--- config.mk ---
export PLATFORM = sky130hd
export DESIGN_NAME = retentive_accumulating_timer
export DESIGN_NICKNAME = d
export VERILOG_FILES = /design/src/verilog/rtimer_pkg.sv /design/src/verilog/tenth_prescaler.sv /design/src/verilog/retentive_accumulating_timer.sv
export SDC_FILE = /design/constraint.sdc
export NUM_CORES = 1
export LEC_CHECK = 0
export ABC_AREA = 1
export BUFFER_PORTS_ARGS = -buffer_cell sky130_fd_sc_hd__buf_2
export CORE_MARGIN = 2
export CORE_UTILIZATION = 31
export CTS_CLUSTER_SIZE = 30
export DETAILED_ROUTE_END_ITERATION = 12
export GPL_TIMING_DRIVEN = 0
export SYNTH_ARGS = -nofsm -noshare
export SYNTH_HDL_FRONTEND = slang
export SYNTH_HIERARCHICAL = 1
export SYNTH_SLANG_ARGS = --single-unit
--- constraint.sdc ---
create_clock -name sys_clk_i -period 2.7 [get_ports sys_clk_i]
set_input_delay 0.135 -clock sys_clk_i [delete_from_list [all_inputs] [get_ports sys_clk_i]]
set_output_delay 0.135 -clock sys_clk_i [all_outputs]
set_load 0.1 [all_outputs]
--- src/verilog/rtimer_pkg.sv ---
`default_nettype none
package rtimer_pkg;

    // Clock and time base
    localparam int unsigned CLK_PERIOD_NS = 10;
    localparam int unsigned TICK_PERIOD_NS = 100_000_000;
    localparam int unsigned TICK_CYCLES = TICK_PERIOD_NS / CLK_PERIOD_NS;

    // Elapsed time and duration, in tenths of a second
    localparam int unsigned TIME_W = 19;
    localparam logic [18:0] TIME_MAX = 19'h493E0;
    localparam logic [18:0] TIME_ONE = 19'h00001;
    localparam logic [18:0] ELAPSED_RST = 19'h00000;
    localparam logic [18:0] DUR_RST = 19'h493E0;

    // Register map, byte addresses
    localparam int unsigned ADDR_W = 5;
    localparam logic [4:0] CTRL_OFS = 5'h00;
    localparam logic [4:0] DUR_OFS = 5'h04;
    localparam logic [4:0] ELAP_OFS = 5'h08;
    localparam logic [4:0] STAT_OFS = 5'h0C;

    // Control fields
    localparam int unsigned RUN_POL_BIT = 0;
    localparam int unsigned CLR_POL_BIT = 1;
    localparam int unsigned OUT_POL_BIT = 2;
    localparam int unsigned SW_CLR_BIT = 3;

    // Status fields
    localparam int unsigned ST_OUT_BIT = 0;
    localparam int unsigned ST_RUN_BIT = 1;
    localparam int unsigned ST_CLR_BIT = 2;
    localparam int unsigned ST_SAT_BIT = 3;
    localparam int unsigned ST_REACH_BIT = 4;

    // Response codes
    localparam logic [1:0] RESP_OKAY = 2'h0;
    localparam logic [1:0] RESP_SLVERR = 2'h2;

    typedef struct packed {
        logic out_pol;
        logic clr_pol;
        logic run_pol;
    } pol_t;

    localparam pol_t POL_RST = 3'h7;

    typedef enum logic [2:0] {
        ST_HOLD = 3'b001,
        ST_RUN = 3'b010,
        ST_CLEAR = 3'b100
    } tstate_t;

endpackage
`default_nettype wire

--- src/verilog/tenth_prescaler.sv ---
`timescale 1ns/1ns
`default_nettype none
module tenth_prescaler #(
    parameter int unsigned DIV = rtimer_pkg::TICK_CYCLES
) (
    // Clock and reset
    input wire logic sys_clk_i,
    input wire logic rst_n_i,
    // Control
    input wire logic en_i,
    input wire logic restart_i,
    // Tick out
    output logic tick_o
);

    logic [31:0] cnt_r;
    logic tick_r;

    localparam logic [31:0] LAST = 32'(DIV - 1);

    // Counts only while enabled, so partial tenths carry across holds
    always_ff @(posedge sys_clk_i) begin
        if (!rst_n_i || restart_i) begin
            cnt_r <= 32'h0000_0000;
        end else if (en_i) begin
            if (cnt_r >= LAST) begin
                cnt_r <= 32'h0000_0000;
            end else begin
                cnt_r <= cnt_r + 32'h0000_0001;
            end
        end
    end

    always_ff @(posedge sys_clk_i) begin
        if (!rst_n_i || restart_i) begin
            tick_r <= 1'b0;
        end else begin
            tick_r <= en_i && (cnt_r >= LAST);
        end
    end

    assign tick_o = tick_r;

endmodule
`default_nettype wire

--- src/verilog/retentive_accumulating_timer.sv ---
// Functional notes
// - Elapsed time advances only while run is active and clear is inactive.
// - While run is inactive the elapsed time holds its value and is not cleared.
// - Once elapsed time reaches the duration the output turns on and stays on until a clear.
// - A clear turns the output off and sets the elapsed time to zero.
// - Clear overrides run: counting stops and the elapsed time is zeroed.
// - Counting goes on past the duration while run is active and clear is not.
// - The duration setting is accepted from zero up to 30000.0 s.
// - Elapsed time reports total run time since the last clear, 0 to 30000.0 s.
// - A run polarity bit picks the run level, high or low, at which counting happens.
// - With run polarity high a rise starts activity; with it low a fall does.
// - A clear polarity bit picks whether a rise or a fall of the clear input resets.
// - An output polarity bit picks whether the asserted output is driven high or low.
// - The output asserts when elapsed time is greater than or equal to the duration.
// - Elapsed time is zero after reset and is not retained.
`timescale 1ns/1ns
`default_nettype none
module retentive_accumulating_timer #(
    parameter int unsigned TICK_CYCLES = rtimer_pkg::TICK_CYCLES
) (
    // Clock and reset
    input wire logic sys_clk_i,
    input wire logic rst_n_i,
    // Timer inputs from neighbouring logic
    input wire logic run_i,
    input wire logic clr_i,
    // Timer output
    output logic timer_out_o,
    // AXI4-Lite write address
    input wire logic s_axi_awvalid,
    output logic s_axi_awready,
    input wire logic [rtimer_pkg::ADDR_W-1:0] s_axi_awaddr,
    input wire logic [2:0] s_axi_awprot,
    // AXI4-Lite write data
    input wire logic s_axi_wvalid,
    output logic s_axi_wready,
    input wire logic [31:0] s_axi_wdata,
    input wire logic [3:0] s_axi_wstrb,
    // AXI4-Lite write response
    output logic s_axi_bvalid,
    input wire logic s_axi_bready,
    output logic [1:0] s_axi_bresp,
    // AXI4-Lite read address
    input wire logic s_axi_arvalid,
    output logic s_axi_arready,
    input wire logic [rtimer_pkg::ADDR_W-1:0] s_axi_araddr,
    input wire logic [2:0] s_axi_arprot,
    // AXI4-Lite read data
    output logic s_axi_rvalid,
    input wire logic s_axi_rready,
    output logic [31:0] s_axi_rdata,
    output logic [1:0] s_axi_rresp
);

    // Write channel holding registers
    logic aw_have_r;
    logic [rtimer_pkg::ADDR_W-1:0] aw_addr_r;
    logic w_have_r;
    logic [31:0] w_data_r;
    logic [3:0] w_strb_r;
    logic bvalid_r;
    logic [1:0] bresp_r;
    logic wr_fire;
    logic wr_hit;

    // Read channel
    logic rvalid_r;
    logic [31:0] rdata_r;
    logic [1:0] rresp_r;
    logic [31:0] rd_word;
    logic rd_hit;

    // Software-visible state
    rtimer_pkg::pol_t pol_r;
    logic [18:0] dur_r;
    logic [18:0] dur_nxt;
    logic sw_clr_r;
    logic reach_r;

    // Timer core
    logic [18:0] elapsed_r;
    logic out_act_r;
    logic out_act_nxt;
    logic timer_out_r;
    logic clr_act_d_r;
    logic run_act;
    logic clr_act;
    logic clr_edge;
    logic count_en;
    logic tick;
    logic reached;
    rtimer_pkg::tstate_t state_r;

    // Byte-lane merge of a write into a stored word
    function automatic logic [31:0] merge_strb(
        input logic [31:0] old_w,
        input logic [31:0] new_w,
        input logic [3:0] strb
    );
        logic [31:0] res;
        res = old_w;
        for (int i = 0; i < 4; i++) begin
            if (strb[i]) begin
                res[8*i +: 8] = new_w[8*i +: 8];
            end
        end
        return res;
    endfunction

    // ---------------- AXI4-Lite write path ----------------

    assign s_axi_awready = !aw_have_r && !bvalid_r;
    assign s_axi_wready = !w_have_r && !bvalid_r;
    assign wr_fire = aw_have_r && w_have_r && !bvalid_r;

    always_ff @(posedge sys_clk_i) begin
        if (!rst_n_i) begin
            aw_have_r <= 1'b0;
            aw_addr_r <= 5'h00;
        end else if (s_axi_awvalid && s_axi_awready) begin
            aw_have_r <= 1'b1;
            aw_addr_r <= s_axi_awaddr;
        end else if (wr_fire) begin
            aw_have_r <= 1'b0;
        end
    end

    always_ff @(posedge sys_clk_i) begin
        if (!rst_n_i) begin
            w_have_r <= 1'b0;
            w_data_r <= 32'h0000_0000;
            w_strb_r <= 4'h0;
        end else if (s_axi_wvalid && s_axi_wready) begin
            w_have_r <= 1'b1;
            w_data_r <= s_axi_wdata;
            w_strb_r <= s_axi_wstrb;
        end else if (wr_fire) begin
            w_have_r <= 1'b0;
        end
    end

    always_comb begin
        unique case ({aw_addr_r[4:2], 2'b00})
            rtimer_pkg::CTRL_OFS,
            rtimer_pkg::DUR_OFS,
            rtimer_pkg::ELAP_OFS,
            rtimer_pkg::STAT_OFS: wr_hit = 1'b1;
            default: wr_hit = 1'b0;
        endcase
    end

    always_ff @(posedge sys_clk_i) begin
        if (!rst_n_i) begin
            bvalid_r <= 1'b0;
            bresp_r <= rtimer_pkg::RESP_OKAY;
        end else if (wr_fire) begin
            bvalid_r <= 1'b1;
            bresp_r <= wr_hit ? rtimer_pkg::RESP_OKAY : rtimer_pkg::RESP_SLVERR;
        end else if (s_axi_bready) begin
            bvalid_r <= 1'b0;
        end
    end

    assign s_axi_bvalid = bvalid_r;
    assign s_axi_bresp = bresp_r;

    // Polarity bits; elapsed reads back only, writes to it are ignored
    always_ff @(posedge sys_clk_i) begin
        if (!rst_n_i) begin
            pol_r <= rtimer_pkg::POL_RST;
        end else if (wr_fire && w_strb_r[0]
                     && ({aw_addr_r[4:2], 2'b00} == rtimer_pkg::CTRL_OFS)) begin
            pol_r.run_pol <= w_data_r[rtimer_pkg::RUN_POL_BIT];
            pol_r.clr_pol <= w_data_r[rtimer_pkg::CLR_POL_BIT];
            pol_r.out_pol <= w_data_r[rtimer_pkg::OUT_POL_BIT];
        end
    end

    // Software clear command, one cycle, reads as zero
    always_ff @(posedge sys_clk_i) begin
        if (!rst_n_i) begin
            sw_clr_r <= 1'b0;
        end else begin
            sw_clr_r <= wr_fire && w_strb_r[0] && w_data_r[rtimer_pkg::SW_CLR_BIT]
                        && ({aw_addr_r[4:2], 2'b00} == rtimer_pkg::CTRL_OFS);
        end
    end

    // Duration clamps to the top of the range
    always_comb begin
        logic [31:0] merged;
        merged = merge_strb({13'h0000, dur_r}, w_data_r, w_strb_r);
        if (merged > {13'h0000, rtimer_pkg::TIME_MAX}) begin
            dur_nxt = rtimer_pkg::TIME_MAX;
        end else begin
            dur_nxt = merged[18:0];
        end
    end

    always_ff @(posedge sys_clk_i) begin
        if (!rst_n_i) begin
            dur_r <= rtimer_pkg::DUR_RST;
        end else if (wr_fire && ({aw_addr_r[4:2], 2'b00} == rtimer_pkg::DUR_OFS)) begin
            dur_r <= dur_nxt;
        end
    end

    // ---------------- Timer core ----------------

    assign run_act = (run_i == pol_r.run_pol);
    assign clr_act = (clr_i == pol_r.clr_pol);

    always_ff @(posedge sys_clk_i) begin
        if (!rst_n_i) begin
            clr_act_d_r <= 1'b0;
        end else begin
            clr_act_d_r <= clr_act;
        end
    end

    // Clear fires on its chosen edge, or from software
    assign clr_edge = (clr_act && !clr_act_d_r) || sw_clr_r;

    // Clear, held or fresh, blocks counting
    assign count_en = run_act && !clr_act && !sw_clr_r;

    tenth_prescaler #(
        .DIV(TICK_CYCLES)
    ) u_prescaler (
        .sys_clk_i(sys_clk_i),
        .rst_n_i(rst_n_i),
        .en_i(count_en),
        .restart_i(clr_edge),
        .tick_o(tick)
    );

    always_ff @(posedge sys_clk_i) begin
        if (!rst_n_i) begin
            elapsed_r <= rtimer_pkg::ELAPSED_RST;
        end else if (clr_edge) begin
            elapsed_r <= rtimer_pkg::ELAPSED_RST;
        end else if (tick && (elapsed_r != rtimer_pkg::TIME_MAX)) begin
            // Tick lags its tenth by one edge; run may have dropped since
            elapsed_r <= elapsed_r + rtimer_pkg::TIME_ONE;
        end
    end

    assign reached = (elapsed_r >= dur_r);

    always_comb begin
        if (clr_edge) begin
            out_act_nxt = 1'b0;
        end else if (reached && !clr_act) begin
            out_act_nxt = 1'b1;
        end else begin
            out_act_nxt = out_act_r;
        end
    end

    always_ff @(posedge sys_clk_i) begin
        if (!rst_n_i) begin
            out_act_r <= 1'b0;
        end else begin
            out_act_r <= out_act_nxt;
        end
    end

    always_ff @(posedge sys_clk_i) begin
        if (!rst_n_i) begin
            timer_out_r <= 1'b0;
        end else begin
            timer_out_r <= pol_r.out_pol ? out_act_r : !out_act_r;
        end
    end

    assign timer_out_o = timer_out_r;

    // Activity state for status
    always_ff @(posedge sys_clk_i) begin
        if (!rst_n_i) begin
            state_r <= rtimer_pkg::ST_HOLD;
        end else if (clr_act || sw_clr_r) begin
            state_r <= rtimer_pkg::ST_CLEAR;
        end else if (count_en) begin
            state_r <= rtimer_pkg::ST_RUN;
        end else begin
            state_r <= rtimer_pkg::ST_HOLD;
        end
    end

    // Sticky reached flag; a new set beats a same-cycle clear
    always_ff @(posedge sys_clk_i) begin
        if (!rst_n_i) begin
            reach_r <= 1'b0;
        end else if (out_act_nxt && !out_act_r) begin
            reach_r <= 1'b1;
        end else if (wr_fire && w_strb_r[0] && w_data_r[rtimer_pkg::ST_REACH_BIT]
                     && ({aw_addr_r[4:2], 2'b00} == rtimer_pkg::STAT_OFS)) begin
            reach_r <= 1'b0;
        end
    end

    // ---------------- AXI4-Lite read path ----------------

    assign s_axi_arready = !rvalid_r;

    always_comb begin
        rd_word = 32'h0000_0000;
        rd_hit = 1'b1;
        unique case ({s_axi_araddr[4:2], 2'b00})
            rtimer_pkg::CTRL_OFS: begin
                rd_word[rtimer_pkg::RUN_POL_BIT] = pol_r.run_pol;
                rd_word[rtimer_pkg::CLR_POL_BIT] = pol_r.clr_pol;
                rd_word[rtimer_pkg::OUT_POL_BIT] = pol_r.out_pol;
            end
            rtimer_pkg::DUR_OFS: begin
                rd_word[18:0] = dur_r;
            end
            rtimer_pkg::ELAP_OFS: begin
                rd_word[18:0] = elapsed_r;
            end
            rtimer_pkg::STAT_OFS: begin
                rd_word[rtimer_pkg::ST_OUT_BIT] = out_act_r;
                rd_word[rtimer_pkg::ST_RUN_BIT] = (state_r == rtimer_pkg::ST_RUN);
                rd_word[rtimer_pkg::ST_CLR_BIT] = (state_r == rtimer_pkg::ST_CLEAR);
                rd_word[rtimer_pkg::ST_SAT_BIT] = (elapsed_r == rtimer_pkg::TIME_MAX);
                rd_word[rtimer_pkg::ST_REACH_BIT] = reach_r;
            end
            default: begin
                rd_hit = 1'b0;
            end
        endcase
    end

    always_ff @(posedge sys_clk_i) begin
        if (!rst_n_i) begin
            rvalid_r <= 1'b0;
        end else if (s_axi_arvalid && s_axi_arready) begin
            rvalid_r <= 1'b1;
        end else if (s_axi_rready) begin
            rvalid_r <= 1'b0;
        end
    end

    always_ff @(posedge sys_clk_i) begin
        if (!rst_n_i) begin
            rdata_r <= 32'h0000_0000;
            rresp_r <= rtimer_pkg::RESP_OKAY;
        end else if (s_axi_arvalid && s_axi_arready) begin
            rdata_r <= rd_word;
            rresp_r <= rd_hit ? rtimer_pkg::RESP_OKAY : rtimer_pkg::RESP_SLVERR;
        end
    end

    assign s_axi_rvalid = rvalid_r;
    assign s_axi_rdata = rdata_r;
    assign s_axi_rresp = rresp_r;

endmodule
`default_nettype wire

==> impl_metrics.csv <==
group,metric,value,unit
grt,grt_usage,0.1614,
clocking,postCtsSetupBuffers,0,
clocking,clk_path_buf_depth,2,
floorplan,num_io_pins,103,
timing,clock.fmax,470.5,MHz
yosys,netlist_area,0.007480,sq mm
yosys,ys.flop_type,"dfxtp_1",
clocking,cts_buffers,17,
critical_path,r2r-start,"elapsed_r[0]",
power,ir_worst_vdd,0.0004294,V
timing,hold_viol,1,
yosys,yosysWarnings,6,
timing,setup_viol,0,
floorplan,num_rows,56,
critical_path,critPathMaxFanout,10,
power,comb_power_share,0.158,
placement,place_hpwl,15.30,mm
grt,grt_start_max_net_pins,17,
power,pwr-share-clk,0.436,
floorplan,die_w,159.3,um
grt,antenna_found_initial,0,
power,p_int,4.030,mW
detailed_routing,finalWirelength,20.21,mm
floorplan,die_h,159.3,um
detailed_routing,first_pass_iters,5,
floorplan,start_util,0.3168,
grt,grt_pass1_wl,33.09,mm
timing,finalCriticalPeriod,2.125,ns
timing,min_period_over_period,0.7871,
timing,setup_tns,0,ns
yosys,ys_types,43,
floorplan,fp.coreArea,0.02361,sq mm
yosys,synth-seq-area-share,0.3908,
final_layout,syn_to_final_growth,21.90,%
timing,slew_violations,0,
critical_path,worstPathRequired,3.05,ns
detailed_routing,drtIter0Drc,479,
worst_hold_path,hp-class,"input pin to register",
power,sw_frac_of_total,0.2860,
placement,portBuffers,77,
clocking,clk_latency,0.43,ns
final_layout,drive_gt1_frac,0.1483,
critical_path,worstSetupStartpoint,"elapsed_r[0]",
yosys,avgSynthCellArea,6.971,sq um
run_status,outcome,"finished with violations",
clocking,postCtsResizedCells,0,
critical_path,crit_path_end_kind,"register",
timing,worst_pin_slew,0.8875,ns
detailed_routing,detail-route-antenna-nets,0,
placement,gp_congestion,0.8536,
placement,place_inst,1483,
power,p_leak,3.980,nW
detailed_routing,wl_per_cell,13.19,um
final_layout,fin_nets,1284,
timing,rsz0062_at_grt,"no",
yosys,async_reset_ff_frac,0,
clocking,clk_pin_slew,0.06,ns
yosys,synthCells,1073,
critical_path,crit_path_start_kind,"register",
final_layout,n_antenna_cell,0,
detailed_routing,drc,0,
power,seqPwrFrac,0.405,
grt,grt_pass1_vias,6603,
critical_path,critPathKind,"register to register",
power,p_per_area,619.1,mW/mm^2
timing,hold_slack,-0.004060,ns
floorplan,die_area,0.02539,sq mm
yosys,synthTopCellsByArea,"dfxtp_1, nand2_1, nor2_1",
timing,max_slew_margin,0.4038,
power,p_switching,1.614,mW
clocking,cts_tree,"built",
final_layout,final_cells,1533,
detailed_routing,via_per_inst,4.598,
clocking,cts_sinks,146,
final_layout,nFillCells,2531,
yosys,synth_edf_count,0,
worst_hold_path,hold_start,"s_axi_wdata[4]",
job,maxCapViolations,0,
yosys,synth_top_area_frac,0.3908,
yosys,yosys.area.top_type,"dfxtp_1",
yosys,synth-seq-cells,146,
detailed_routing,vias,7048,
grt,grt-ovfl-total,0,
timing,fin_worst_skew,0.006992,ns
clocking,htree_levels,4,
run_status,failed_checks,"hold timing",
critical_path,arrival,2.47,ns
clocking,cts.root.buffer_cell,"clkbuf_16",
-- placed cells by master, fill, tap and decap left out, drive strengths merged --
cell type	n
nand2	236
nor2	152
dfxtp	146
inv	130
buf	106
a21oi	105
o21ai	104
clkbuf	45
nand3	32
xor2	24
ha	22
nor3	20
dlygate4sd3	18
conb	15
nand4	14
xnor2	7
o22ai	6
clkinv	6
nand3b	4
o21a	4
nor4	3
clkinvlp	3
bufinv	3
o21bai	2
o221ai	2
nor3b	1
o41ai	1
mux2i	1
and3	1
a21o	1
-- cell type report --
type,count,area [sq um],area share
plain buffers,51,309.0,0.03390
repair buffers,95,565.5,0.06203
multi-input cells,757,3804,0.4172
clock inverters,9,127.6,0.01400
clock buffers,23,488.0,0.05352
flip-flops and latches,146,2923,0.3206
inverters,133,501.7,0.05503
well taps,319,399.1,0.04378
-- metal layers --
metal / global-route usage / vias to the layer above / wire length [um]
li1: - / 3680 / -
met1: 0.2183 / 3206 / 9716
met2: 0.2579 / 146 / 9258
met3: 0.03803 / 16 / 1019
met4: 0.04421 / 0 / 219
met5: 0 / - / 0
-- synth_stat cells (4+ instances only) --
cell type	count
o22ai_1	6
buf_4	17
nand4_1	12
o21a_1	4
nand3b_1	4
a21oi_2	10
xor2_1	24
a21oi_1	95
nor2_1	145
xnor2_1	7
inv_1	127
ha_1	22
clkbuf_1	22
buf_2	6
nand2_2	15
nand3_1	30
nor3_1	19
nand2_1	219
buf_6	4
o21ai_0	101
dfxtp_1	146
nor2_2	6
-- worst max-delay path: stages (launching register included) --
cell	delay, ns
dfxtp_1	0.39
inv_1	0.21
ha_1	0.20
nand4_1	0.10
nor2_1	0.12
nand4_1	0.17
nand2_1	0.16
buf_4	0.19
buf_2	0.25
nand2_1	0.07
a21oi_1	0.17
-- state kept, by name, summed over array words and instances, names as in the netlist, 3 cells and up --
signal,count
s_axi_rdata,19
state_r,3
pol_r,3
w_data_r,32
aw_addr_r,3
dur_r,19
w_strb_r,4
elapsed_r,19
u_prescaler/cnt_r,32
-- worst paths after layout --
kind / slack, ns / cells past startpoint / end
worst max-delay path: 0.57 / 10 / elapsed_r[10]
worst min-delay path: -0.004 / 3 / w_data_r[4]
worst max register to register: 0.57 / 10 / elapsed_r[10]
worst min register to register: 0.44 / 2 / u_prescaler/cnt_r[30]
-- stage by stage --
stage          utilization  power [mW]  setup slack, ns  instance area [sq um]
5_1_grt             0.3861       5.872           0.3889                   9117
3_3_place_gp        0.3524       3.199           0.6421                   8322
6_report            0.3861       5.645           0.5748                   9117
2_1_floorplan            -       3.009          0.06514                   7537
4_1_cts             0.3861       5.682           0.6123                   9117
3_5_place_dp        0.3524       3.207           0.6199                   8322
-- logic make-up (layout without fill, tap and decap cells) --
| family | Yosys count | after routing | synth area share |
|---|---|---|---|
| other | 1 | 15 | 0.0005014 |
| XOR/XNOR | 31 | 31 | 0.03630 |
| multiplexers | 1 | 1 | 0.001338 |
| AND/OR/NAND/NOR | 463 | 463 | 0.2653 |
| buffers and inverters | 184 | 311 | 0.1084 |
| adder cells (fa/ha/maj) | 22 | 22 | 0.03680 |
| AO/OA/AOI/OAI | 225 | 225 | 0.1606 |
| flip-flops | 146 | 146 | 0.3908 |
-- power groups by stage --
stage / Clock [mW] / Sequential [mW] / Combinational (mW)
2_1_floorplan: 0 / 2.47 / 0.544
3_3_place_gp: 0 / 2.33 / 0.865
3_5_place_dp: 0 / 2.33 / 0.873
4_1_cts: 2.50 / 2.29 / 0.895
5_1_grt: 2.59 / 2.30 / 0.979
6_report: 2.46 / 2.29 / 0.894
-- timing repair --
| action | CTS | global route |
|---|---|---|
| hold buffers | 18 | 0 |
| setup endpoints to repair | 0 | 0 |
| hold endpoints to repair | 18 | 0 |
Note: power is estimated with default switching activity, not from simulation.
